<file path="src/ppmt_pkg.sv">
// Package: register map, field layout, codes and carriers of the parallel port mode block
// Function
// Read-only busy flag is 1 during a port transfer; useless while processor stall is on.
// Busy flag only has meaning in the master modes.
// Interrupt mode 11 interrupts on fourth buffer access or address bits equal 11.
// Interrupt mode 10 raises no interrupt and stalls the processor until the access ends.
// Interrupt mode 01 interrupts after each read or write cycle; 00 never interrupts.
// Increment mode 11 advances the slave buffer pointers, legacy slave mode only.
// Increment mode 10 decrements, 01 increments, 00 keeps the port address per cycle.
// Wide data select 1: 16-bit data register, two 8-bit bus transfers per access.
// Wide data select 0: 8-bit data register, one 8-bit bus transfer per access.
// Port mode 11 is master mode 1: direction line plus enable strobe.
// Port mode 10 is master mode 2: separate read and write strobes.
// Port mode 01 is enhanced slave: host drives strobes, select and two address bits.
// Port mode 00 is legacy slave: host drives strobes and select, no address bits.
// Setup wait codes 00 to 11 give 1 to 4 cycles before the strobe.
// Strobe wait adds 0 to 15 cycles; 0000 makes the whole operation one cycle.
// Hold wait codes 00 to 11 hold data 1 to 4 cycles after the strobe.
// Setup and hold waits are ignored while strobe wait is 0000.
// Busy rises when a master transfer starts and falls after its last hold cycle.
// All wait states count cycles of the single block clock.
package ppmt_pkg;

  localparam int unsigned AXI_AW = 8;
  localparam int unsigned BUF_N  = 4;
  localparam int unsigned STAT_W = 2;

  // Register byte offsets
  localparam logic [AXI_AW-1:0] OFF_MODE   = 8'h00;
  localparam logic [AXI_AW-1:0] OFF_ADDR   = 8'h04;
  localparam logic [AXI_AW-1:0] OFF_DATA   = 8'h08;
  localparam logic [AXI_AW-1:0] OFF_STAT   = 8'h0c;
  localparam logic [AXI_AW-1:0] OFF_MASK   = 8'h10;
  localparam logic [AXI_AW-1:0] OFF_INBUF  = 8'h14;
  localparam logic [AXI_AW-1:0] OFF_OUTBUF = 8'h18;

  // Reset values
  localparam logic [15:0]       MODE_RST = 16'h0000;
  localparam logic [STAT_W-1:0] MASK_RST = 2'h0;

  // Status bit positions
  localparam int unsigned STAT_CYC = 0;
  localparam int unsigned STAT_BUF = 1;

  // Interrupt request modes
  localparam logic [1:0] IRQ_NONE  = 2'b00;
  localparam logic [1:0] IRQ_CYCLE = 2'b01;
  localparam logic [1:0] IRQ_STALL = 2'b10;
  localparam logic [1:0] IRQ_BUF3  = 2'b11;

  // Address step modes
  localparam logic [1:0] INC_NONE = 2'b00;
  localparam logic [1:0] INC_UP   = 2'b01;
  localparam logic [1:0] INC_DOWN = 2'b10;
  localparam logic [1:0] INC_BUF  = 2'b11;

  // Port modes
  localparam logic [1:0] PM_LEGACY = 2'b00;
  localparam logic [1:0] PM_ENH    = 2'b01;
  localparam logic [1:0] PM_MST2   = 2'b10;
  localparam logic [1:0] PM_MST1   = 2'b11;

  localparam logic [1:0] LAST_BUF    = 2'b11;
  localparam logic [1:0] RESP_OKAY   = 2'b00;
  localparam logic [1:0] RESP_SLVERR = 2'b10;

  // Port mode register layout, bit 15 down to bit 0
  typedef struct packed {
    logic       busy;
    logic [1:0] interrupt_request_mode;
    logic [1:0] address_step_mode;
    logic       wide_data_select;
    logic [1:0] port_mode;
    logic [1:0] setup_wait;
    logic [3:0] strobe_wait;
    logic [1:0] hold_wait;
  } ppmt_mode_s;

  // Sampled host-side pins
  typedef struct packed {
    logic       cs;
    logic       rd;
    logic       wr;
    logic [1:0] adr;
    logic [7:0] data;
  } ppmt_host_s;

  typedef enum logic [1:0] {
    ST_IDLE   = 2'b00,
    ST_SETUP  = 2'b01,
    ST_STROBE = 2'b10,
    ST_HOLD   = 2'b11
  } ppmt_state_e;

endpackage

</file>
<file path="src/ppmt_top.sv">
// Module: parallel port mode and wait-state engine with AXI4-Lite registers
module ppmt_top import ppmt_pkg::*; #(
  parameter int unsigned ADDR_W = 11
) (
  input  wire logic              aclk,
  input  wire logic              aresetn,
  input  wire logic [AXI_AW-1:0] s_axi_awaddr,
  input  wire logic              s_axi_awvalid,
  output logic                   s_axi_awready,
  input  wire logic [31:0]       s_axi_wdata,
  input  wire logic [3:0]        s_axi_wstrb,
  input  wire logic              s_axi_wvalid,
  output logic                   s_axi_wready,
  output logic [1:0]             s_axi_bresp,
  output logic                   s_axi_bvalid,
  input  wire logic              s_axi_bready,
  input  wire logic [AXI_AW-1:0] s_axi_araddr,
  input  wire logic              s_axi_arvalid,
  output logic                   s_axi_arready,
  output logic [31:0]            s_axi_rdata,
  output logic [1:0]             s_axi_rresp,
  output logic                   s_axi_rvalid,
  input  wire logic              s_axi_rready,
  output logic                   irq,
  output logic                   stall,
  output logic                   chip_select_one_drive,
  output logic                   chip_select_one_en,
  input  wire logic              chip_select_one_sense,
  output logic                   read_strobe_drive,
  output logic                   read_strobe_en,
  input  wire logic              read_strobe_sense,
  output logic                   write_strobe_drive,
  output logic                   write_strobe_en,
  input  wire logic              write_strobe_sense,
  output logic                   enable_strobe,
  output logic                   byte_enable,
  output logic [ADDR_W-1:0]      port_address_lines_drive,
  output logic                   port_address_lines_en,
  input  wire logic [1:0]        port_address_lines_sense,
  output logic [7:0]             port_data_lines_drive,
  output logic                   port_data_lines_en,
  input  wire logic [7:0]        port_data_lines_sense
);

  if (ADDR_W < 2 || ADDR_W > 16) begin : g_bad_width
    $error("ADDR_W must lie in 2 to 16");
  end

  // Byte-lane merge of a register word with write data
  function automatic logic [31:0] ppmt_merge(input logic [31:0] old, input logic [31:0] nv,
                                             input logic [3:0] strb);
    logic [31:0] r;
    r = old;
    for (int i = 0; i < 4; i++) begin
      if (strb[i]) begin
        r[8*i +: 8] = nv[8*i +: 8];
      end
    end
    return r;
  endfunction

  ppmt_mode_s        mode_q;
  logic [ADDR_W-1:0] addr_q;
  logic [15:0]       tx_q;
  logic [15:0]       rx_q;
  logic [STAT_W-1:0] stat_q;
  logic [STAT_W-1:0] stat_d;
  logic [STAT_W-1:0] mask_q;
  logic [7:0]        in_buf [BUF_N];
  logic [7:0]        out_buf [BUF_N];
  logic [1:0]        ptr_q;
  ppmt_host_s        h1_q;
  ppmt_host_s        h2_q;
  ppmt_host_s        h3_q;
  ppmt_state_e       st_q;
  ppmt_state_e       st_d;
  ppmt_state_e       first_st;
  logic [3:0]        cnt_q;
  logic [3:0]        cnt_d;
  logic [3:0]        first_cnt;
  logic              dir_q;
  logic              dir_d;
  logic              sel_q;
  logic              sel_d;
  logic              byte_done;
  logic              aw_got_q;
  logic              w_got_q;
  logic              ar_got_q;
  logic [AXI_AW-1:0] awaddr_q;
  logic [AXI_AW-1:0] araddr_q;
  logic [31:0]       wdata_q;
  logic [3:0]        wstrb_q;
  logic              wr_pend_q;
  logic              rd_pend_q;
  logic [31:0]       rmux;

  // Decode of mode, bus and host activity
  wire master     = mode_q.port_mode[1];
  wire legacy     = mode_q.port_mode == PM_LEGACY;
  wire busy_now   = st_q != ST_IDLE;
  wire wr_data    = awaddr_q == OFF_DATA;
  wire wr_lock    = wr_data | (awaddr_q == OFF_MODE) | (awaddr_q == OFF_ADDR);
  wire wr_known   = wr_lock | (awaddr_q == OFF_STAT) | (awaddr_q == OFF_MASK)
                  | (awaddr_q == OFF_INBUF) | (awaddr_q == OFF_OUTBUF);
  wire rd_data    = araddr_q == OFF_DATA;
  wire do_wr      = aw_got_q & w_got_q & ~wr_pend_q & ~s_axi_bvalid & ~(wr_lock & busy_now);
  wire do_rd      = ar_got_q & ~rd_pend_q & ~s_axi_rvalid & ~(rd_data & busy_now);
  wire wr_release = wr_pend_q & ~s_axi_bvalid & ~stall;
  wire rd_release = rd_pend_q & ~s_axi_rvalid & ~stall;
  wire go_wr      = do_wr & wr_data & master;
  wire go_rd      = do_rd & rd_data & master;
  wire [31:0] wd_mode = ppmt_merge({16'h0000, mode_q}, wdata_q, wstrb_q);
  wire [31:0] wd_addr = ppmt_merge({{(32-ADDR_W){1'b0}}, addr_q}, wdata_q, wstrb_q);
  wire [31:0] wd_mask = ppmt_merge({{(32-STAT_W){1'b0}}, mask_q}, wdata_q, wstrb_q);
  wire [31:0] wd_out  = ppmt_merge({out_buf[3], out_buf[2], out_buf[1], out_buf[0]},
                                   wdata_q, wstrb_q);
  wire [31:0] wd_tx   = ppmt_merge({16'h0000, tx_q}, wdata_q, wstrb_q);
  wire h_rd_now   = h2_q.cs & h2_q.rd;
  wire h_rd_end   = ~master & h3_q.cs & h3_q.rd & ~h_rd_now;
  wire h_wr_end   = ~master & h3_q.cs & h3_q.wr & ~(h2_q.cs & h2_q.wr);
  wire h_end      = h_rd_end | h_wr_end;
  wire [1:0] sidx     = legacy ? ptr_q : h3_q.adr;
  wire [1:0] sidx_now = legacy ? ptr_q : h2_q.adr;
  wire ev_cyc = (mode_q.interrupt_request_mode == IRQ_CYCLE) & (byte_done | h_end);
  wire ev_buf = (mode_q.interrupt_request_mode == IRQ_BUF3) & h_end & (sidx == LAST_BUF)
              & (~legacy | (mode_q.address_step_mode == INC_BUF));
  wire stat_clr = rd_release & (araddr_q == OFF_STAT);

  // Read data selection
  always_comb begin
    case (araddr_q)
      OFF_MODE:   rmux = {16'h0000, busy_now & master, mode_q[14:0]};
      OFF_ADDR:   rmux = {{(32-ADDR_W){1'b0}}, addr_q};
      OFF_DATA:   rmux = mode_q.wide_data_select ? {16'h0000, rx_q} : {24'h000000, rx_q[7:0]};
      OFF_STAT:   rmux = {{(32-STAT_W){1'b0}}, stat_q};
      OFF_MASK:   rmux = {{(32-STAT_W){1'b0}}, mask_q};
      OFF_INBUF:  rmux = {in_buf[3], in_buf[2], in_buf[1], in_buf[0]};
      OFF_OUTBUF: rmux = {out_buf[3], out_buf[2], out_buf[1], out_buf[0]};
      default:    rmux = 32'h00000000;
    endcase
  end

  // First phase of a byte: setup, or straight to the strobe when strobe wait is zero
  assign first_st  = (mode_q.strobe_wait == 4'h0) ? ST_STROBE : ST_SETUP;
  assign first_cnt = (mode_q.strobe_wait == 4'h0) ? 4'h0 : {2'b00, mode_q.setup_wait};

  // Transfer sequencer; counts run on every rising clock edge
  always_comb begin
    st_d      = st_q;
    cnt_d     = cnt_q;
    dir_d     = dir_q;
    sel_d     = sel_q;
    byte_done = 1'b0;
    case (st_q)
      ST_IDLE: begin
        if (go_wr | go_rd) begin
          st_d  = first_st;
          cnt_d = first_cnt;
          dir_d = go_rd;
          sel_d = 1'b0;
        end
      end
      ST_SETUP: begin
        if (cnt_q == 4'h0) begin
          st_d  = ST_STROBE;
          cnt_d = mode_q.strobe_wait;
        end else begin
          cnt_d = cnt_q - 4'h1;
        end
      end
      ST_STROBE: begin
        if (cnt_q != 4'h0) begin
          cnt_d = cnt_q - 4'h1;
        end else if (mode_q.strobe_wait == 4'h0) begin
          byte_done = 1'b1;
        end else begin
          st_d  = ST_HOLD;
          cnt_d = {2'b00, mode_q.hold_wait};
        end
      end
      ST_HOLD: begin
        if (cnt_q == 4'h0) begin
          byte_done = 1'b1;
        end else begin
          cnt_d = cnt_q - 4'h1;
        end
      end
      default: st_d = ST_IDLE;
    endcase
    if (byte_done) begin
      if (mode_q.wide_data_select & ~sel_q) begin
        sel_d = 1'b1;
        st_d  = first_st;
        cnt_d = first_cnt;
      end else begin
        st_d  = ST_IDLE;
      end
    end
  end

  // Sticky status, set wins over the read clear
  assign stat_d = (stat_q & ~{STAT_W{stat_clr}}) | {ev_buf, ev_cyc};

  // Host pin synchroniser, third stage for edge detection
  always_ff @(posedge aclk) begin
    if (!aresetn) begin
      h1_q <= '0;
      h2_q <= '0;
      h3_q <= '0;
    end else begin
      h1_q <= '{chip_select_one_sense, read_strobe_sense, write_strobe_sense,
                port_address_lines_sense, port_data_lines_sense};
      h2_q <= h1_q;
      h3_q <= h2_q;
    end
  end

  // Sequencer state
  always_ff @(posedge aclk) begin
    if (!aresetn) begin
      st_q  <= ST_IDLE;
      cnt_q <= 4'h0;
      dir_q <= 1'b0;
      sel_q <= 1'b0;
    end else begin
      st_q  <= st_d;
      cnt_q <= cnt_d;
      dir_q <= dir_d;
      sel_q <= sel_d;
    end
  end

  // Master pin outputs, registered from the next state
  always_ff @(posedge aclk) begin
    if (!aresetn) begin
      chip_select_one_drive <= 1'b0;
      read_strobe_drive     <= 1'b0;
      write_strobe_drive    <= 1'b0;
      enable_strobe         <= 1'b0;
      byte_enable           <= 1'b0;
      stall                 <= 1'b0;
    end else begin
      chip_select_one_drive <= st_d != ST_IDLE;
      read_strobe_drive     <= (mode_q.port_mode == PM_MST1) ? (st_d != ST_IDLE) & dir_d
                                                             : (st_d == ST_STROBE) & dir_d;
      write_strobe_drive    <= (mode_q.port_mode == PM_MST2) & (st_d == ST_STROBE) & ~dir_d;
      enable_strobe         <= (mode_q.port_mode == PM_MST1) & (st_d == ST_STROBE);
      byte_enable           <= st_d != ST_IDLE;
      stall <= (mode_q.interrupt_request_mode == IRQ_STALL) & (st_d != ST_IDLE);
    end
  end

  // Pin enables and data lines; select, strobe and address pins are inputs in the slave modes
  always_ff @(posedge aclk) begin
    if (!aresetn) begin
      chip_select_one_en    <= 1'b0;
      read_strobe_en        <= 1'b0;
      write_strobe_en       <= 1'b0;
      port_address_lines_en <= 1'b0;
      port_data_lines_en    <= 1'b0;
      port_data_lines_drive <= 8'h00;
    end else begin
      chip_select_one_en    <= master;
      read_strobe_en        <= master;
      write_strobe_en       <= master;
      port_address_lines_en <= master;
      port_data_lines_en    <= master ? (st_d != ST_IDLE) & ~dir_d : h_rd_now;
      port_data_lines_drive <= master ? (sel_d ? tx_q[15:8] : tx_q[7:0]) : out_buf[sidx_now];
    end
  end

  // Port address, read data capture, stepping after each byte
  always_ff @(posedge aclk) begin
    if (!aresetn) begin
      addr_q <= '0;
      rx_q   <= 16'h0000;
    end else begin
      if (byte_done & dir_q) begin
        rx_q[8*sel_q +: 8] <= h2_q.data;
      end
      if (byte_done && mode_q.address_step_mode == INC_UP) begin
        addr_q <= addr_q + 1'b1;
      end else if (byte_done && mode_q.address_step_mode == INC_DOWN) begin
        addr_q <= addr_q - 1'b1;
      end else if (do_wr && awaddr_q == OFF_ADDR) begin
        addr_q <= wd_addr[ADDR_W-1:0];
      end
    end
  end
  assign port_address_lines_drive = addr_q;

  // Slave buffers and legacy pointer
  always_ff @(posedge aclk) begin
    if (!aresetn) begin
      ptr_q <= 2'b00;
      for (int i = 0; i < BUF_N; i++) begin
        in_buf[i]  <= 8'h00;
        out_buf[i] <= 8'h00;
      end
    end else begin
      if (h_wr_end) begin
        in_buf[sidx] <= h3_q.data;
      end
      if (h_end & legacy & (mode_q.address_step_mode == INC_BUF)) begin
        ptr_q <= ptr_q + 2'b01;
      end
      if (do_wr && awaddr_q == OFF_OUTBUF) begin
        for (int i = 0; i < BUF_N; i++) begin
          out_buf[i] <= wd_out[8*i +: 8];
        end
      end
    end
  end

  // Software registers, status and interrupt line
  always_ff @(posedge aclk) begin
    if (!aresetn) begin
      mode_q <= MODE_RST;
      mask_q <= MASK_RST;
      tx_q   <= 16'h0000;
      stat_q <= '0;
      irq    <= 1'b0;
    end else begin
      stat_q <= stat_d;
      irq    <= |(stat_d & mask_q);
      if (do_wr && awaddr_q == OFF_MODE) begin
        mode_q <= {1'b0, wd_mode[14:0]};
      end
      if (do_wr && awaddr_q == OFF_MASK) begin
        mask_q <= wd_mask[STAT_W-1:0];
      end
      if (do_wr & wr_data) begin
        tx_q <= wd_tx[15:0];
      end
    end
  end

  // AXI write channel
  always_ff @(posedge aclk) begin
    if (!aresetn) begin
      aw_got_q      <= 1'b0;
      w_got_q       <= 1'b0;
      s_axi_awready <= 1'b0;
      s_axi_wready  <= 1'b0;
      awaddr_q      <= '0;
      wdata_q       <= 32'h00000000;
      wstrb_q       <= 4'h0;
      wr_pend_q     <= 1'b0;
      s_axi_bvalid  <= 1'b0;
      s_axi_bresp   <= RESP_OKAY;
    end else begin
      if (s_axi_awvalid & s_axi_awready) begin
        awaddr_q <= s_axi_awaddr;
      end
      if (s_axi_wvalid & s_axi_wready) begin
        wdata_q <= s_axi_wdata;
        wstrb_q <= s_axi_wstrb;
      end
      aw_got_q      <= (aw_got_q | (s_axi_awvalid & s_axi_awready)) & ~do_wr;
      w_got_q       <= (w_got_q | (s_axi_wvalid & s_axi_wready)) & ~do_wr;
      s_axi_awready <= ~(aw_got_q | (s_axi_awvalid & s_axi_awready)) | do_wr;
      s_axi_wready  <= ~(w_got_q | (s_axi_wvalid & s_axi_wready)) | do_wr;
      if (do_wr) begin
        wr_pend_q   <= 1'b1;
        s_axi_bresp <= wr_known ? RESP_OKAY : RESP_SLVERR;
      end else if (wr_release) begin
        wr_pend_q <= 1'b0;
      end
      if (wr_release) begin
        s_axi_bvalid <= 1'b1;
      end else if (s_axi_bready) begin
        s_axi_bvalid <= 1'b0;
      end
    end
  end

  // AXI read channel; a read of the data register in a master mode also starts a port read
  always_ff @(posedge aclk) begin
    if (!aresetn) begin
      ar_got_q      <= 1'b0;
      s_axi_arready <= 1'b0;
      araddr_q      <= '0;
      rd_pend_q     <= 1'b0;
      s_axi_rvalid  <= 1'b0;
      s_axi_rdata   <= 32'h00000000;
      s_axi_rresp   <= RESP_OKAY;
    end else begin
      if (s_axi_arvalid & s_axi_arready) begin
        araddr_q <= s_axi_araddr;
      end
      ar_got_q      <= (ar_got_q | (s_axi_arvalid & s_axi_arready)) & ~do_rd;
      s_axi_arready <= ~(ar_got_q | (s_axi_arvalid & s_axi_arready)) | do_rd;
      if (do_rd) begin
        rd_pend_q <= 1'b1;
      end else if (rd_release) begin
        rd_pend_q <= 1'b0;
      end
      if (rd_release) begin
        s_axi_rvalid <= 1'b1;
        s_axi_rdata  <= rmux;
        s_axi_rresp  <= (araddr_q <= OFF_OUTBUF && araddr_q[1:0] == 2'b00) ? RESP_OKAY
                                                                          : RESP_SLVERR;
      end else if (s_axi_rready) begin
        s_axi_rvalid <= 1'b0;
      end
    end
  end

  // Checks: phase lengths measured by a helper counter
  logic [3:0] run_q;
  always_ff @(posedge aclk) begin
    if (!aresetn || st_d != st_q || byte_done) begin
      run_q <= 4'h0;
    end else begin
      run_q <= run_q + 4'h1;
    end
  end
endmodule

</file>
<file path="config.mk">
export PLATFORM = sky130hd
export DESIGN_NAME = ppmt_top
export DESIGN_NICKNAME = d
export VERILOG_FILES = /design/src/ppmt_pkg.sv /design/src/ppmt_top.sv
export SDC_FILE = /design/constraint.sdc
export NUM_CORES = 1
export LEC_CHECK = 0
export ABC_CLOCK_PERIOD_IN_PS = 2810
export BUFFER_PORTS_ARGS = -buffer_cell sky130_fd_sc_hd__buf_2
export CORE_MARGIN = 2
export CORE_UTILIZATION = 30
export DETAILED_ROUTE_END_ITERATION = 8
export PLACE_DENSITY_LB_ADDON = 0.2
export SYNTH_ARGS = -nofsm -noshare
export SYNTH_HDL_FRONTEND = slang
export SYNTH_SLANG_ARGS = --single-unit
</file>
<file path="constraint.sdc">
create_clock -name aclk -period 2.81 [get_ports aclk]
set_input_delay 0.281 -clock aclk [delete_from_list [all_inputs] [get_ports aclk]]
set_output_delay 0.281 -clock aclk [all_outputs]
set_load 0.02 [all_outputs]
</file>
==> results of run 1 <==
[metrics by stage]
stage	hold WS, ns	area (µm²)	util
2_1_floorplan	0.408	12400	-
3_3_place_gp	0.424	13700	0.336
6_report	0.0219	15400	0.377
3_5_place_dp	0.425	13700	0.336
4_1_cts	0.000919	15400	0.377
5_1_grt	0.0240	15400	0.377
[registers in the layout (all words and copies together) (netlist names), 8 cells and up]
register,count
awaddr_q,8
rx_q,16
tx_q,16
out_buf,32
h1_q,13
s_axi_rdata,32
h2_q,13
h3_q,13
in_buf,32
port_address_lines_drive,11
araddr_q,8
wdata_q,32
port_data_lines_drive,8
mode_q,14
[power groups by stage]
| stage | Combinational [mW] | Clock [mW] | Sequential (mW) |
|---|---|---|---|
| 2_1_floorplan | 0.274 | 0 | 4.47 |
| 3_3_place_gp | 0.435 | 0 | 4.53 |
| 3_5_place_dp | 0.439 | 0 | 4.53 |
| 4_1_cts | 0.498 | 4.59 | 4.45 |
| 5_1_grt | 0.547 | 4.73 | 4.46 |
| 6_report | 0.494 | 4.47 | 4.45 |
[cell families (layout without fill, tap and decap cells)]
| kind of cell | after synthesis | in the layout | synth area share |
|---|---|---|---|
| AO/OA/AOI/OAI | 311 | 311 | 0.168 |
| XOR/XNOR | 4 | 4 | 0.00282 |
| adder cells (fa/ha/maj) | 3 | 3 | 0.00302 |
| buffers and inverters | 113 | 319 | 0.0395 |
| flip-flops | 287 | 287 | 0.514 |
| multiplexers | 51 | 51 | 0.0519 |
| other | 1 | 3 | 0.000302 |
| AND/OR/NAND/NOR | 551 | 551 | 0.220 |
[cells in the final DEF, fill, tap and decap left out, types with 5 or more instances in the layout]
cell | Yosys | routed
sky130_fd_sc_hd__clkinv_1 | 1 | 5
sky130_fd_sc_hd__dlygate4sd3_1 | 0 | 54
sky130_fd_sc_hd__a31oi_1 | 9 | 9
sky130_fd_sc_hd__mux2i_1 | 37 | 37
sky130_fd_sc_hd__nor4_1 | 6 | 6
sky130_fd_sc_hd__and2_1 | 117 | 117
sky130_fd_sc_hd__buf_2 | 14 | 141
sky130_fd_sc_hd__clkinv_2 | 0 | 6
sky130_fd_sc_hd__a211oi_1 | 5 | 5
sky130_fd_sc_hd__mux4_2 | 8 | 8
sky130_fd_sc_hd__inv_1 | 19 | 19
sky130_fd_sc_hd__nand2_1 | 205 | 205
sky130_fd_sc_hd__a21oi_1 | 105 | 105
sky130_fd_sc_hd__o21ai_0 | 56 | 56
sky130_fd_sc_hd__o22ai_1 | 12 | 12
sky130_fd_sc_hd__clkbuf_1 | 62 | 6
sky130_fd_sc_hd__nor2b_1 | 6 | 6
sky130_fd_sc_hd__a22o_1 | 14 | 14
sky130_fd_sc_hd__nor3_1 | 25 | 25
sky130_fd_sc_hd__a22oi_1 | 26 | 26
sky130_fd_sc_hd__a221oi_1 | 12 | 12
sky130_fd_sc_hd__edfxtp_1 | 64 | 64
sky130_fd_sc_hd__o221ai_1 | 5 | 5
sky130_fd_sc_hd__o2bb2ai_1 | 5 | 5
sky130_fd_sc_hd__o31ai_1 | 5 | 5
sky130_fd_sc_hd__a211oi_2 | 8 | 8
sky130_fd_sc_hd__and3_1 | 11 | 11
sky130_fd_sc_hd__nand3_1 | 43 | 43
sky130_fd_sc_hd__nor3b_1 | 10 | 10
sky130_fd_sc_hd__o211ai_1 | 6 | 6
sky130_fd_sc_hd__dfxtp_1 | 223 | 223
sky130_fd_sc_hd__buf_4 | 7 | 40
sky130_fd_sc_hd__nand4_1 | 11 | 11
sky130_fd_sc_hd__nand2b_1 | 8 | 8
sky130_fd_sc_hd__clkbuf_16 | 0 | 37
sky130_fd_sc_hd__nor2_1 | 81 | 81
[worst min-delay path by stage]
stage                             startpoint                       end  slack [ns]  cells past startpoint
floorplan           port_data_lines_sense[0]        h1_q[0]$_SDFF_PN0_        0.41                      1
global placement          h1_q[1]$_SDFF_PN0_        h2_q[1]$_SDFF_PN0_        0.42                      1
detailed placement        h1_q[6]$_SDFF_PN0_        h2_q[6]$_SDFF_PN0_        0.43                      1
CTS                          s_axi_awaddr[6]  awaddr_q[6]$_SDFFE_PN0P_      0.0009                      3
global route                 s_axi_awaddr[6]  awaddr_q[6]$_SDFFE_PN0P_        0.02                      3
finish                        s_axi_wdata[4]   wdata_q[4]$_SDFFE_PN0P_        0.02                      3
[area by class of cell]
class | count | area share
flip-flops and latches | 287 | 0.415
well taps | 532 | 0.0433
repair buffers | 236 | 0.102
multi-input cells | 922 | 0.361
clock inverters | 17 | 0.00935
clock buffers | 46 | 0.0643
diodes | 1 | 0.000163
inverters | 20 | 0.00504
[tightest hold or removal path, delay by kind of cell]
kind | cells | cell delay, ns
buf+inv | 1 | 0.10
compound gates | 1 | 0.06
simple gates | 1 | 0.06
[repair_timing]
| action | CTS | global route |
|---|---|---|
| hold buffers | 54 | 0 |
| endpoints found under the hold margin | 54 | 0 |
| buffers inserted | 0 | 0 |
[metal layers]
| metal | vias to the layer above | GRT usage |
|---|---|---|
| met5 | - | 0 |
| met4 | 0 | 0.0554 |
| met3 | 50 | 0.0290 |
| met2 | 295 | 0.302 |
| met1 | 5077 | 0.270 |
| li1 | 5066 | - |
==> impl_summary.md, run 1 <==
Run status
The flow ran to the end, and the final reports show no timing, DRC or antenna violations.

Timing
The clock tree skew after final layout is 0.0252 ns. The shortest clock period the worst path allows after layout is 2.36 ns. Of the available clock period, the critical path in the final layout requires 0.839. Measured against its own limit, the worst slew margin works out to 0.303. The setup slack of the critical path after layout is 0.451 ns.

The final number of hold-violating endpoints came to 0. The number of pins exceeding their max-slew limit in the final report is 0. The maximum frequency from static timing analysis is 0.424 GHz. The number of setup violations in the final report is 0.

At the pin with the least slew margin, the transition time is 1.04 ns. Setup repair after global routing left no endpoint under its margin. In the final timing run, aggregate negative setup slack is 0 ns.

Logic synthesis
The commonest cells after synthesis are 223 x sky130_fd_sc_hd__dfxtp_1, 205 x sky130_fd_sc_hd__nand2_1, 117 x sky130_fd_sc_hd__and2_1. In the synthesized netlist, the number of instances is 1321. The synthesized design spends more area on one cell type than any other, namely sky130_fd_sc_hd__dfxtp_1. The number of flops mapped to enable cells by yosys is 64. The synthesized netlist occupies a cell area of 0.0124 mm².

The synthesized design contains 287 register bits. The most common cell in the netlist is sky130_fd_sc_hd__dfxtp_1. By area the synthesized netlist is led by sky130_fd_sc_hd__dfxtp_1 36%, sky130_fd_sc_hd__edfxtp_1 15%, sky130_fd_sc_hd__nand2_1 6.2%, sky130_fd_sc_hd__and2_1 5.9%, sky130_fd_sc_hd__a21oi_1 4.2%. In the synthesized netlist the dominant register cell turns out to be sky130_fd_sc_hd__dfxtp_1. Each instance of the synthesized netlist takes up on average 9.40 µm². Of the post-synthesis cell area, the dominant cell type holds 0.359. The synthesized netlist contains 82 unique library cells. In the synthesized netlist the async set-or-reset flop fraction comes to 0.

The sequential element share of the synthesized area is 0.514. The warning count from the yosys run is 0.

Route
In this run, the number of DRC markers left after iteration 0 of detailed routing was 767. The final antenna-violating net count is 0. Detailed routing placed a total of 19.2 mm of wire on met2. After detailed routing, the average wire length per cell comes to 20.2 µm.

After detailed routing, no signal wire sits above met4. The count of TritonRoute iterations in the first routing pass is 5. For this block, wires on met1 add up to 19.4 mm. After detailed routing, the total wire length is 41.6 mm. The count of unresolved DRC violations after routing is 0. Across all layers, the routed design uses 10500 vias.

The detailed-routed wire length on met3 is 2.30 mm. The per-cell via count in the routed design is 5.09.

Critical path
The length in cells of the worst reg-to-reg path is 5. STA classifies the critical path startpoint as a flop. In this run the worst setup path terminates at rx_q[12]$_SDFFE_PN0P_. The slowest stage of the critical path belongs to the cell sky130_fd_sc_hd__or4_4.

The number of buffer and inverter stages on the critical path is 0. The critical path goes through or4_4 -> a21oi_2 -> nand3_2 -> mux2i_1 -> nor2_1. The critical path's top delay family is simple AND/OR/NAND/NOR gates. For the worst setup path, the data arrival time is 2.77 ns. The worst register-to-register path begins at mode_q[2]$_SDFFE_PN0P_. The worst setup slack for register-to-register paths is 0.45 ns. On the worst path, the slowest cell contributes a delay of 0.64 ns. The kind of critical path is flop to flop. The endpoint of the lowest-slack register-to-register path is rx_q[12]$_SDFFE_PN0P_.

The worst setup path is captured at a flop. Counting buffers and inverters, the worst setup path is 5 cells deep. The start point of the critical path is mode_q[2]$_SDFFE_PN0P_. The largest driver fanout on the critical path is 10. At the worst endpoint, the required time is 3.22 ns.

Pwr
The worst voltage drop across the vdd grid is 369 µV. The switching component of the power is 2.22 mW. The leakage component of the power is 5.99 nW. The share of total power dissipated in sequential elements is 0.473. Of the total power, the share spent switching nets is 0.236. The completed layout was analyzed and its total power is 9.41 mW.

The clock share of power is 0.475. The power density over the cells is 612 mW/mm². The design internal power is 7.19 mW. The share of total power dissipated in combinational logic is 0.053.

CTS
The root cell of the clock tree is sky130_fd_sc_hd__clkbuf_16. Gates resized during post-CTS repair numbered 0. Clock-pin slew was measured on the worst setup and hold paths at 0.06 ns. TritonCTS created 35 clock buffers.

The deepest level of the CTS H-tree is 2. The clock net sink count is 287. For the worst-skew pair, the clock arrives at the later sink with an insertion delay of 0.55 ns. TritonCTS built the clock tree. The maximum clock insertion buffer count is 3.

Global routing
The number of antenna violations at the first check in global routing is 0. The number of global-route vias before repair is 10100. For this run, the total global-route usage over all layers was measured as 0.191.

The first global-routing pass estimated 63.1 mm of wire. The pin count of the biggest net entering global routing is 113. Summed over all layers, the global routing overflow is 0.

Final layout
In the final layout, the share of cells above drive strength 1 is 0.187. The number of nets in the layout is 1577. The number of fill cells is 4166. Leaving out filler cells and counting taps, the final layout contains 2061. The sequential cell area is 0.00639 mm².

The multi-input combinational cells in the finished layout cover a total of 0.00555 mm². Compared with the post-synthesis result, the final layout area differs by 23.9%.

Place
Counting tap cells, the placed design contains a total of 1943 instances. Buffers placed on the I/O ports in this run total 141. The final HPWL from detailed placement is 29.9 mm.

The routability-driven placement congestion ratio is 0.888. The worst slack at placement is 0.486 ns.

Floorplanning
The die width is 207 µm. The vertical die dimension is 207 µm. The cell row count is 74.

The die covers 0.0430 mm². The core area is 0.0408 mm². The initial utilization of the core area, before any placement, comes to 0.304. The number of top-level pins is 144.

Job
The count of max-cap constraint violations is 0.

Hold path
In this run the worst hold path is classified as input pin to flop.
No activity file was read; power rests on OpenSTA's default activity.
==> run 2, diff against run 1 <==
--- a/config.mk
+++ b/config.mk
@@ -5,7 +5,8 @@
 export SDC_FILE = /design/constraint.sdc
 export NUM_CORES = 1
 export LEC_CHECK = 0
-export ABC_CLOCK_PERIOD_IN_PS = 2810
+export ABC_AREA = 1
+export ABC_CLOCK_PERIOD_IN_PS = 2100
 export BUFFER_PORTS_ARGS = -buffer_cell sky130_fd_sc_hd__buf_2
 export CORE_MARGIN = 2
 export CORE_UTILIZATION = 30
==> constraint.sdc (replaced) <==
create_clock -name aclk -period 2.1 [get_ports aclk]
set_input_delay 0.21 -clock aclk [delete_from_list [all_inputs] [get_ports aclk]]
set_output_delay 0.21 -clock aclk [all_outputs]
set_load 0.02 [all_outputs]
==> impl_summary.md, run 2 <==
Timing
The final cycle utilization of the critical path is 0.976. The actual transition at the worst max-transition pin is 0.607 ns. The clock tree skew after final layout is 0.0154 ns. The worst pin sits at a relative slew slack of 0.595. The worst hold margin is 0.00946 ns.

Setup violations remaining at the end of the flow were counted as 0. The final number of hold-violating endpoints came to 0. The maximum frequency from static timing analysis is 0.488 GHz. The number of pins exceeding their max-slew limit in the final report is 0. The shortest clock period the worst path allows after layout is 2.05 ns.

Critical path
The required time reported for the critical path endpoint is 2.47 ns. The critical path goes through nor2_1 -> nand2_1 -> nor2_1 -> buf_4 -> nand2_1 -> buf_4 -> o21ai_0 -> buf_4 -> o31ai_1 -> a21oi_1. The kind of critical path is flop to flop.

The largest individual stage delay along the critical path comes from the cell sky130_fd_sc_hd__o31ai_1. By instance count, the cell type seen most on the critical path is sky130_fd_sc_hd__buf_4. Along the worst path, the maximum fanout reaches 10. For the worst setup path, the data arrival time is 2.42 ns. The largest single stage delay on the critical path is 0.42 ns. The worst setup path is launched from a flop. Broken down by cell family, the worst path's largest delay share belongs to compound AO/OA/AOI/OAI gates.

Counting both buffers and inverters, the worst setup path holds a total of 3. STA classifies the critical path endpoint as a flop.

Route
The final layout contains routed wiring with a total length of 39.5 mm. The final antenna-violating net count is 0. The count of unresolved DRC violations after routing is 0.

Detailed routing inserted a total of 10600 vias. The first TritonRoute pass finished after 5 iterations. The first-iteration detailed-routing DRC count is 652. The per-cell via count in the routed design is 4.64. The routed wire length per instance is 17.3 µm.

Logic synthesis
sky130_fd_sc_hd__dfxtp_1 takes more of the synthesized area than any other cell. In this run, synthesis inferred 64 flip-flops with an integrated enable. The share of synthesized area in the top cell type comes to 0.370. Ranked by instance count, the synthesized netlist is headed by 250 x sky130_fd_sc_hd__nand2_1, 229 x sky130_fd_sc_hd__nor2_1, 223 x sky130_fd_sc_hd__dfxtp_1. The synthesized netlist cell count is 1493. The mean instance size in the synthesized netlist is 8.08 µm². The distinct cell type count of the synthesized netlist is 47. The leading register cell type out of synthesis is sky130_fd_sc_hd__dfxtp_1.

The warning count from the yosys run is 0. For this run, the register share of the synthesized area comes to 0.529. By area the synthesized netlist is led by sky130_fd_sc_hd__dfxtp_1 37%, sky130_fd_sc_hd__edfxtp_1 16%, sky130_fd_sc_hd__nand2_1 7.8%, sky130_fd_sc_hd__nor2_1 7.1%, sky130_fd_sc_hd__inv_1 5.2%. After synthesis the netlist holds a flip-flop and latch count of 287. In the post-synthesis netlist, the cell with the most instances is sky130_fd_sc_hd__nand2_1.

The async set-reset flop share out of synthesis is 0. The cell area after synthesis is 0.0121 mm².

CTS
The root buffer cell chosen for the clock tree is sky130_fd_sc_hd__clkbuf_16. Counting the buffers created by CTS gives 34. TritonCTS built the clock tree. The H-tree was split into 2 levels.

The clock net sink count is 287. Clock latency on the worst-skew pair, taken at its later pin, is 0.52 ns. The maximum clock insertion buffer count is 3. Clock-pin slew was measured on the worst setup and hold paths at 0.06 ns.

Floorplanning
The die covers 0.0418 mm². The floorplan step set the die width to 205 µm. The core area is 0.0397 mm².

The cell row count is 73. The vertical die dimension is 205 µm. The number of top-level pins is 144. The initial standard-cell utilization of the core is 0.304.

Pwr
The worst voltage drop across the vdd grid is 382 µV. The power density over the cells is 816 mW/mm². The leakage component of the power is 6.69 nW. The total power of the final layout is 12.7 mW.

Final layout
The number of nets in the layout is 1812. The final core utilization is 0.392. The commonest non-fill, non-tap cell in the layout is sky130_fd_sc_hd__nand2_1. Counting the fill cells in the layout gives 4125. The antenna diode instance count is 0. The area growth from synthesis to layout is 29.2%. The sequential cell area is 0.00639 mm². In the layout the commonest cells are 244 x sky130_fd_sc_hd__nand2_1, 227 x sky130_fd_sc_hd__nor2_1, 222 x sky130_fd_sc_hd__dfxtp_1.

The cell area after layout is 0.0156 mm². Of the cells placed in the final design, the portion with a size suffix greater than 1 is 0.200. The area of combinational cells with multiple inputs is 0.00475 mm².

Run status
The run finished with clean final reports.

Global routing
The overall overflow remaining after global route is 0. Entering global routing, the biggest net connects 144 pins. The number of global-route vias before repair was 10200. The wire length of the first global-routing pass is 59.7 mm. The number of antenna violations at the first check in global routing was 0. For this run, the total global-route usage over all layers was measured as 0.187.

Hold path
The class of the tightest hold or removal check is input pin to flop.

Place
Buffers placed on the I/O ports in this run total 141. The placed cell area is 0.0139 mm². After legalization and detailed placement, the total HPWL measured 29.8 mm. The congestion estimate from routability-driven global placement came to 0.892.

Job
The tool flagged a number of max-cap violations equal to 0.
-- run 2: changes by cell type after synthesis, moves of 12 or more --
cell                       change
sky130_fd_sc_hd__nor2_1      +148
sky130_fd_sc_hd__nand2_1      +45
sky130_fd_sc_hd__mux2i_1      -37
sky130_fd_sc_hd__inv_2        +14
sky130_fd_sc_hd__inv_1       +149
sky130_fd_sc_hd__a22oi_1      -26
sky130_fd_sc_hd__o21ai_0      +67
sky130_fd_sc_hd__a221oi_1     -12
sky130_fd_sc_hd__o21ai_1      +15
sky130_fd_sc_hd__a211oi_1     +29
sky130_fd_sc_hd__clkbuf_1     -19
sky130_fd_sc_hd__o211ai_1     +14
sky130_fd_sc_hd__and2_1      -115
-- run 2: metrics by stage --
step,setup TNS (ns),std cells,setup WS [ns]
3_5_place_dp,-0.0645,2176,-0.0203
2_1_floorplan,-0.797,1494,-0.0498
3_3_place_gp,0,2176,0.0252
6_report,0,2287,0.0510
5_1_grt,-0.0128,2287,-0.00825
4_1_cts,0,2282,0.0591
-- run 2: tightest hold or removal path, cell delays in order --
cell and delay [ns]:
sky130_fd_sc_hd__buf_2 0.07, sky130_fd_sc_hd__o21ai_0 0.09, sky130_fd_sc_hd__a21oi_1 0.11
-- run 2: final timing paths --
check	startpoint	to	slack (ns)	depth (start not counted)
max	araddr_q[5]$_SDFFE_PN0P_	s_axi_rdata[7]$_SDFFE_PN0P_	0.05	10
min	s_axi_wdata[23]	wdata_q[23]$_SDFFE_PN0P_	0.009	3
max reg2reg	araddr_q[5]$_SDFFE_PN0P_	s_axi_rdata[7]$_SDFFE_PN0P_	0.05	10
min reg2reg	h1_q[8]$_SDFF_PN0_	h2_q[8]$_SDFF_PN0_	0.41	2
-- run 2: power by group --
group          leakage, nW  internal, mW  switching [mW]
logic                 3.65         0.314           0.539
registers             2.48          5.81           0.104
clock network        0.559          3.66            2.29
-- run 2: layout make-up --
cell class              count  share of cell area
flip-flops and latches    287               0.410
clock buffers              57              0.0701
inverters                 187              0.0450
well taps                 525              0.0421
repair buffers            277               0.125
clock inverters             4             0.00289
multi-input cells         950               0.305
-- run 2: per-layer routing --
metal | vias to the layer above | part of all wire | global-route usage
met5 | - | 0 | 0
met3 | 62 | 0.052 | 0.0331
met1 | 4901 | 0.48 | 0.265
li1 | 5383 | - | -
met2 | 255 | 0.44 | 0.286
met4 | 0 | 0.029 | 0.0652
-- run 2: kinds of logic after synthesis --
| logic type | after synthesis | synth area share |
|---|---|---|
| AO/OA/AOI/OAI | 354 | 0.170 |
| AND/OR/NAND/NOR | 582 | 0.205 |
| flip-flops | 287 | 0.529 |
| adder cells (fa/ha/maj) | 3 | 0.00311 |
| buffers and inverters | 257 | 0.0851 |
| other | 1 | 0.000311 |
| XOR/XNOR | 9 | 0.00653 |
-- run 2: repair_timing --
item                                    in CTS  in global routing
endpoints found under the setup margin       7                 62
pin swaps                                    1                  3
buffers inserted                             0                  5
endpoints found under the hold margin       45                  0
hold buffers                                45                  0
gates resized for setup                      4                 20
==> run 3, diff against run 2 <==
--- a/config.mk
+++ b/config.mk
@@ -12,6 +12,7 @@
 export CORE_UTILIZATION = 30
 export DETAILED_ROUTE_END_ITERATION = 8
 export PLACE_DENSITY_LB_ADDON = 0.2
+export RECOVER_POWER = 25
 export SYNTH_ARGS = -nofsm -noshare
 export SYNTH_HDL_FRONTEND = slang
 export SYNTH_SLANG_ARGS = --single-unit
==> impl_summary.md, run 3 (synthesis results as in run 2) <==
Run status
The run finished with clean final reports.

Route
After detailed routing, the average wire length per cell comes to 17.3 µm. The total via count in the routed design is 10600. The final antenna-violating net count is 0. In the routed layout, each cell is associated on average with a via count of 4.64.

After the first detailed-routing iteration, the DRC count stood at 625. The count of TritonRoute iterations in the first routing pass is 5. The count of unresolved DRC violations after routing is 0. The detailed-route wire length is 39.6 mm.

Timing
The maximum frequency from static timing analysis is 0.490 GHz. The actual transition at the worst max-transition pin is 0.619 ns. The number of pins exceeding their max-slew limit in the final report was 0. The final-layout setup total negative slack is 0 ns. The worst hold margin is 0.00954 ns. The shortest clock period the worst path allows after layout is 2.04 ns.

Setup violations remaining at the end of the flow were counted as 0. The final cycle utilization of the critical path is 0.971. The worst relative slew slack is 0.588.

Across the routed clock network, the largest skew measured is 0.0156 ns. The final number of hold-violating endpoints came to 0.

Critical path
The worst register-to-register path has a depth of 10. The kind of critical path is flop to flop. The largest driver fanout on the critical path is 10.

In this run the register-to-register setup slack is 0.06 ns. The endpoint of the lowest-slack register-to-register path is s_axi_rdata[7]$_SDFFE_PN0P_. STA classifies the critical path endpoint as a flop.

For the worst setup path, the data required time is 2.47 ns. The worst setup path is launched from a flop. The worst flop-to-flop path startpoint is araddr_q[5]$_SDFFE_PN0P_. The endpoint arrival time on the critical path is 2.41 ns.

CTS
The TritonCTS clock tree is yes. The root cell of the clock tree is sky130_fd_sc_hd__clkbuf_16. The worst-skew pair later-pin latency is 0.52 ns. The H-tree was split into 2 levels. The clock transition time at the flip-flop clock pins of the worst setup and hold paths is 0.06 ns. The total clock buffers created by CTS is 34. CTS saw 287 sinks. The maximum clock insertion buffer count is 3.

Floorplanning
From left edge to right edge, the die measures 205 µm. The area enclosed by the die boundary is 0.0418 mm². 144 I/O pins were placed.

The cell row count is 73. From bottom edge to top edge, the die measures 205 µm. For this configuration, the core starts out at a cell density of 0.304. The floorplan step defined a core boundary enclosing 0.0397 mm².

Hold path
The worst hold path passes through 3 cells. The class of the tightest hold or removal check is input pin to flop. The worst hold path terminates at wdata_q[23]$_SDFFE_PN0P_. The worst hold path begins at s_axi_wdata[23].

Place
At the end of routability-driven placement, the weighted congestion stood at 0.892. The quantity of I/O buffers inserted on ports is 141. The wire-length estimate of the detail-placed layout is 29.8 mm.

Pwr
The total power of the final layout is 12.7 mW. The switching component of the power is 2.94 mW. The fraction of power spent switching nets is 0.231. The share of total power dissipated in combinational logic is 0.067. The design internal power is 9.78 mW. VDD sags by at most 381 µV. In this run the static leakage power is 6.56 nW. Dividing total power by cell area gives a power density of 818 mW/mm². The clock share of power is 0.468. The sequential share of power is 0.465.

Final layout
The antenna diode instance count is 0. The layout cell share with drive strength beyond 1 is 0.182. In the layout the commonest cells are 245 x sky130_fd_sc_hd__nand2_1, 227 x sky130_fd_sc_hd__nor2_1, 222 x sky130_fd_sc_hd__dfxtp_1.

Leaving out fill and tap cells, the most frequent cell in the layout is sky130_fd_sc_hd__nand2_1. The area growth from synthesis to layout is 28.8%. Registers take 0.00639 mm². In the final layout, the multi-input gates occupy 0.00475 mm². The number of fill cells is 4144.

The number of nets in the layout is 1812.

Global routing
The number of global-route vias before repair is 10200. The first global-routing pass estimated 59.7 mm of wire. For this run the aggregate overflow at the end of global routing stands at 0.

For this run, the total global-route usage over all layers was measured as 0.187. The pin count of the biggest net entering global routing is 144. The number of antenna violations at the first check in global routing is 0.

Job
The count of max-cap constraint violations is 0.
run 3: final cells by class:
class | instances | share of cell area
sequential | 287 | 0.411
tap | 525 | 0.0423
clock inverter | 4 | 0.00290
timing repair buffer | 277 | 0.123
clock buffer | 57 | 0.0703
inverter | 187 | 0.0452
multi-input combinational | 950 | 0.305
run 3: worst max-delay path by stage:
stage                                          from                                       end  slack (ns)  cells past startpoint
final                      araddr_q[5]$_SDFFE_PN0P_               s_axi_rdata[7]$_SDFFE_PN0P_        0.06                     10
after detailed placement        cnt_q[0]$_SDFF_PN0_  port_address_lines_drive[6]$_SDFFE_PN0P_       -0.02                     12
after CTS                       cnt_q[0]$_SDFF_PN0_                          stall$_SDFF_PN0_        0.06                     13
after global routing            cnt_q[0]$_SDFF_PN0_             write_strobe_drive$_SDFF_PN0_      -0.008                     12
after global placement          cnt_q[0]$_SDFF_PN0_  port_address_lines_drive[4]$_SDFFE_PN0P_        0.03                     12
after floorplan           s_axi_bvalid$_SDFFE_PN0P_               out_buf[0][0]$_SDFFCE_PN0P_       -0.05                      7
run 3: critical path, cell delays in order (launching register included):
cell and delay [ns]:
sky130_fd_sc_hd__dfxtp_1 0.33, sky130_fd_sc_hd__nor2_1 0.05, sky130_fd_sc_hd__nand2_1 0.16, sky130_fd_sc_hd__nor2_1 0.06, sky130_fd_sc_hd__buf_4 0.13, sky130_fd_sc_hd__nand2_1 0.11
sky130_fd_sc_hd__buf_4 0.20, sky130_fd_sc_hd__o21ai_0 0.12, sky130_fd_sc_hd__buf_4 0.18, sky130_fd_sc_hd__o31ai_1 0.42, sky130_fd_sc_hd__a21oi_1 0.11
run 3: power by group through the flow:
stage          sequential (mW)  clock [mW]  combinational, mW
2_1_floorplan             6.01           0              0.437
3_3_place_gp              6.03           0              0.788
3_5_place_dp              6.03           0              0.786
4_1_cts                   5.91        6.09              0.853
5_1_grt                   5.93        6.32              0.944
6_report                  5.91        5.95              0.852
run 3: what timing repair did:
action,4_1_cts,5_1_grt
pin swaps,1,3
buffers inserted,0,5
setup endpoints to repair,7,62
endpoints found under the hold margin,45,0
hold buffers,45,0
gates resized for setup,4,20
gates cloned,0,0
run 3: layer usage:
metal / vias up / routed length, µm / global-route usage
met5: - / 0 / 0
met4: 0 / 1080 / 0.0652
met3: 59 / 2080 / 0.0331
met2: 261 / 17300 / 0.286
met1: 4905 / 19100 / 0.265
li1: 5389 / - / -
run 3: per-stage QoR:
| step | util | std cells | setup slack [ns] | cell area [µm²] |
|---|---|---|---|---|
| 2_1_floorplan | - | 1494 | -0.0498 | 12100 |
| 3_3_place_gp | 0.349 | 2176 | 0.0252 | 13900 |
| 3_5_place_dp | 0.349 | 2176 | -0.0203 | 13900 |
| 4_1_cts | 0.389 | 2282 | 0.0591 | 15500 |
| 5_1_grt | 0.391 | 2287 | -0.00825 | 15500 |
| 6_report | 0.391 | 2287 | 0.0611 | 15500 |
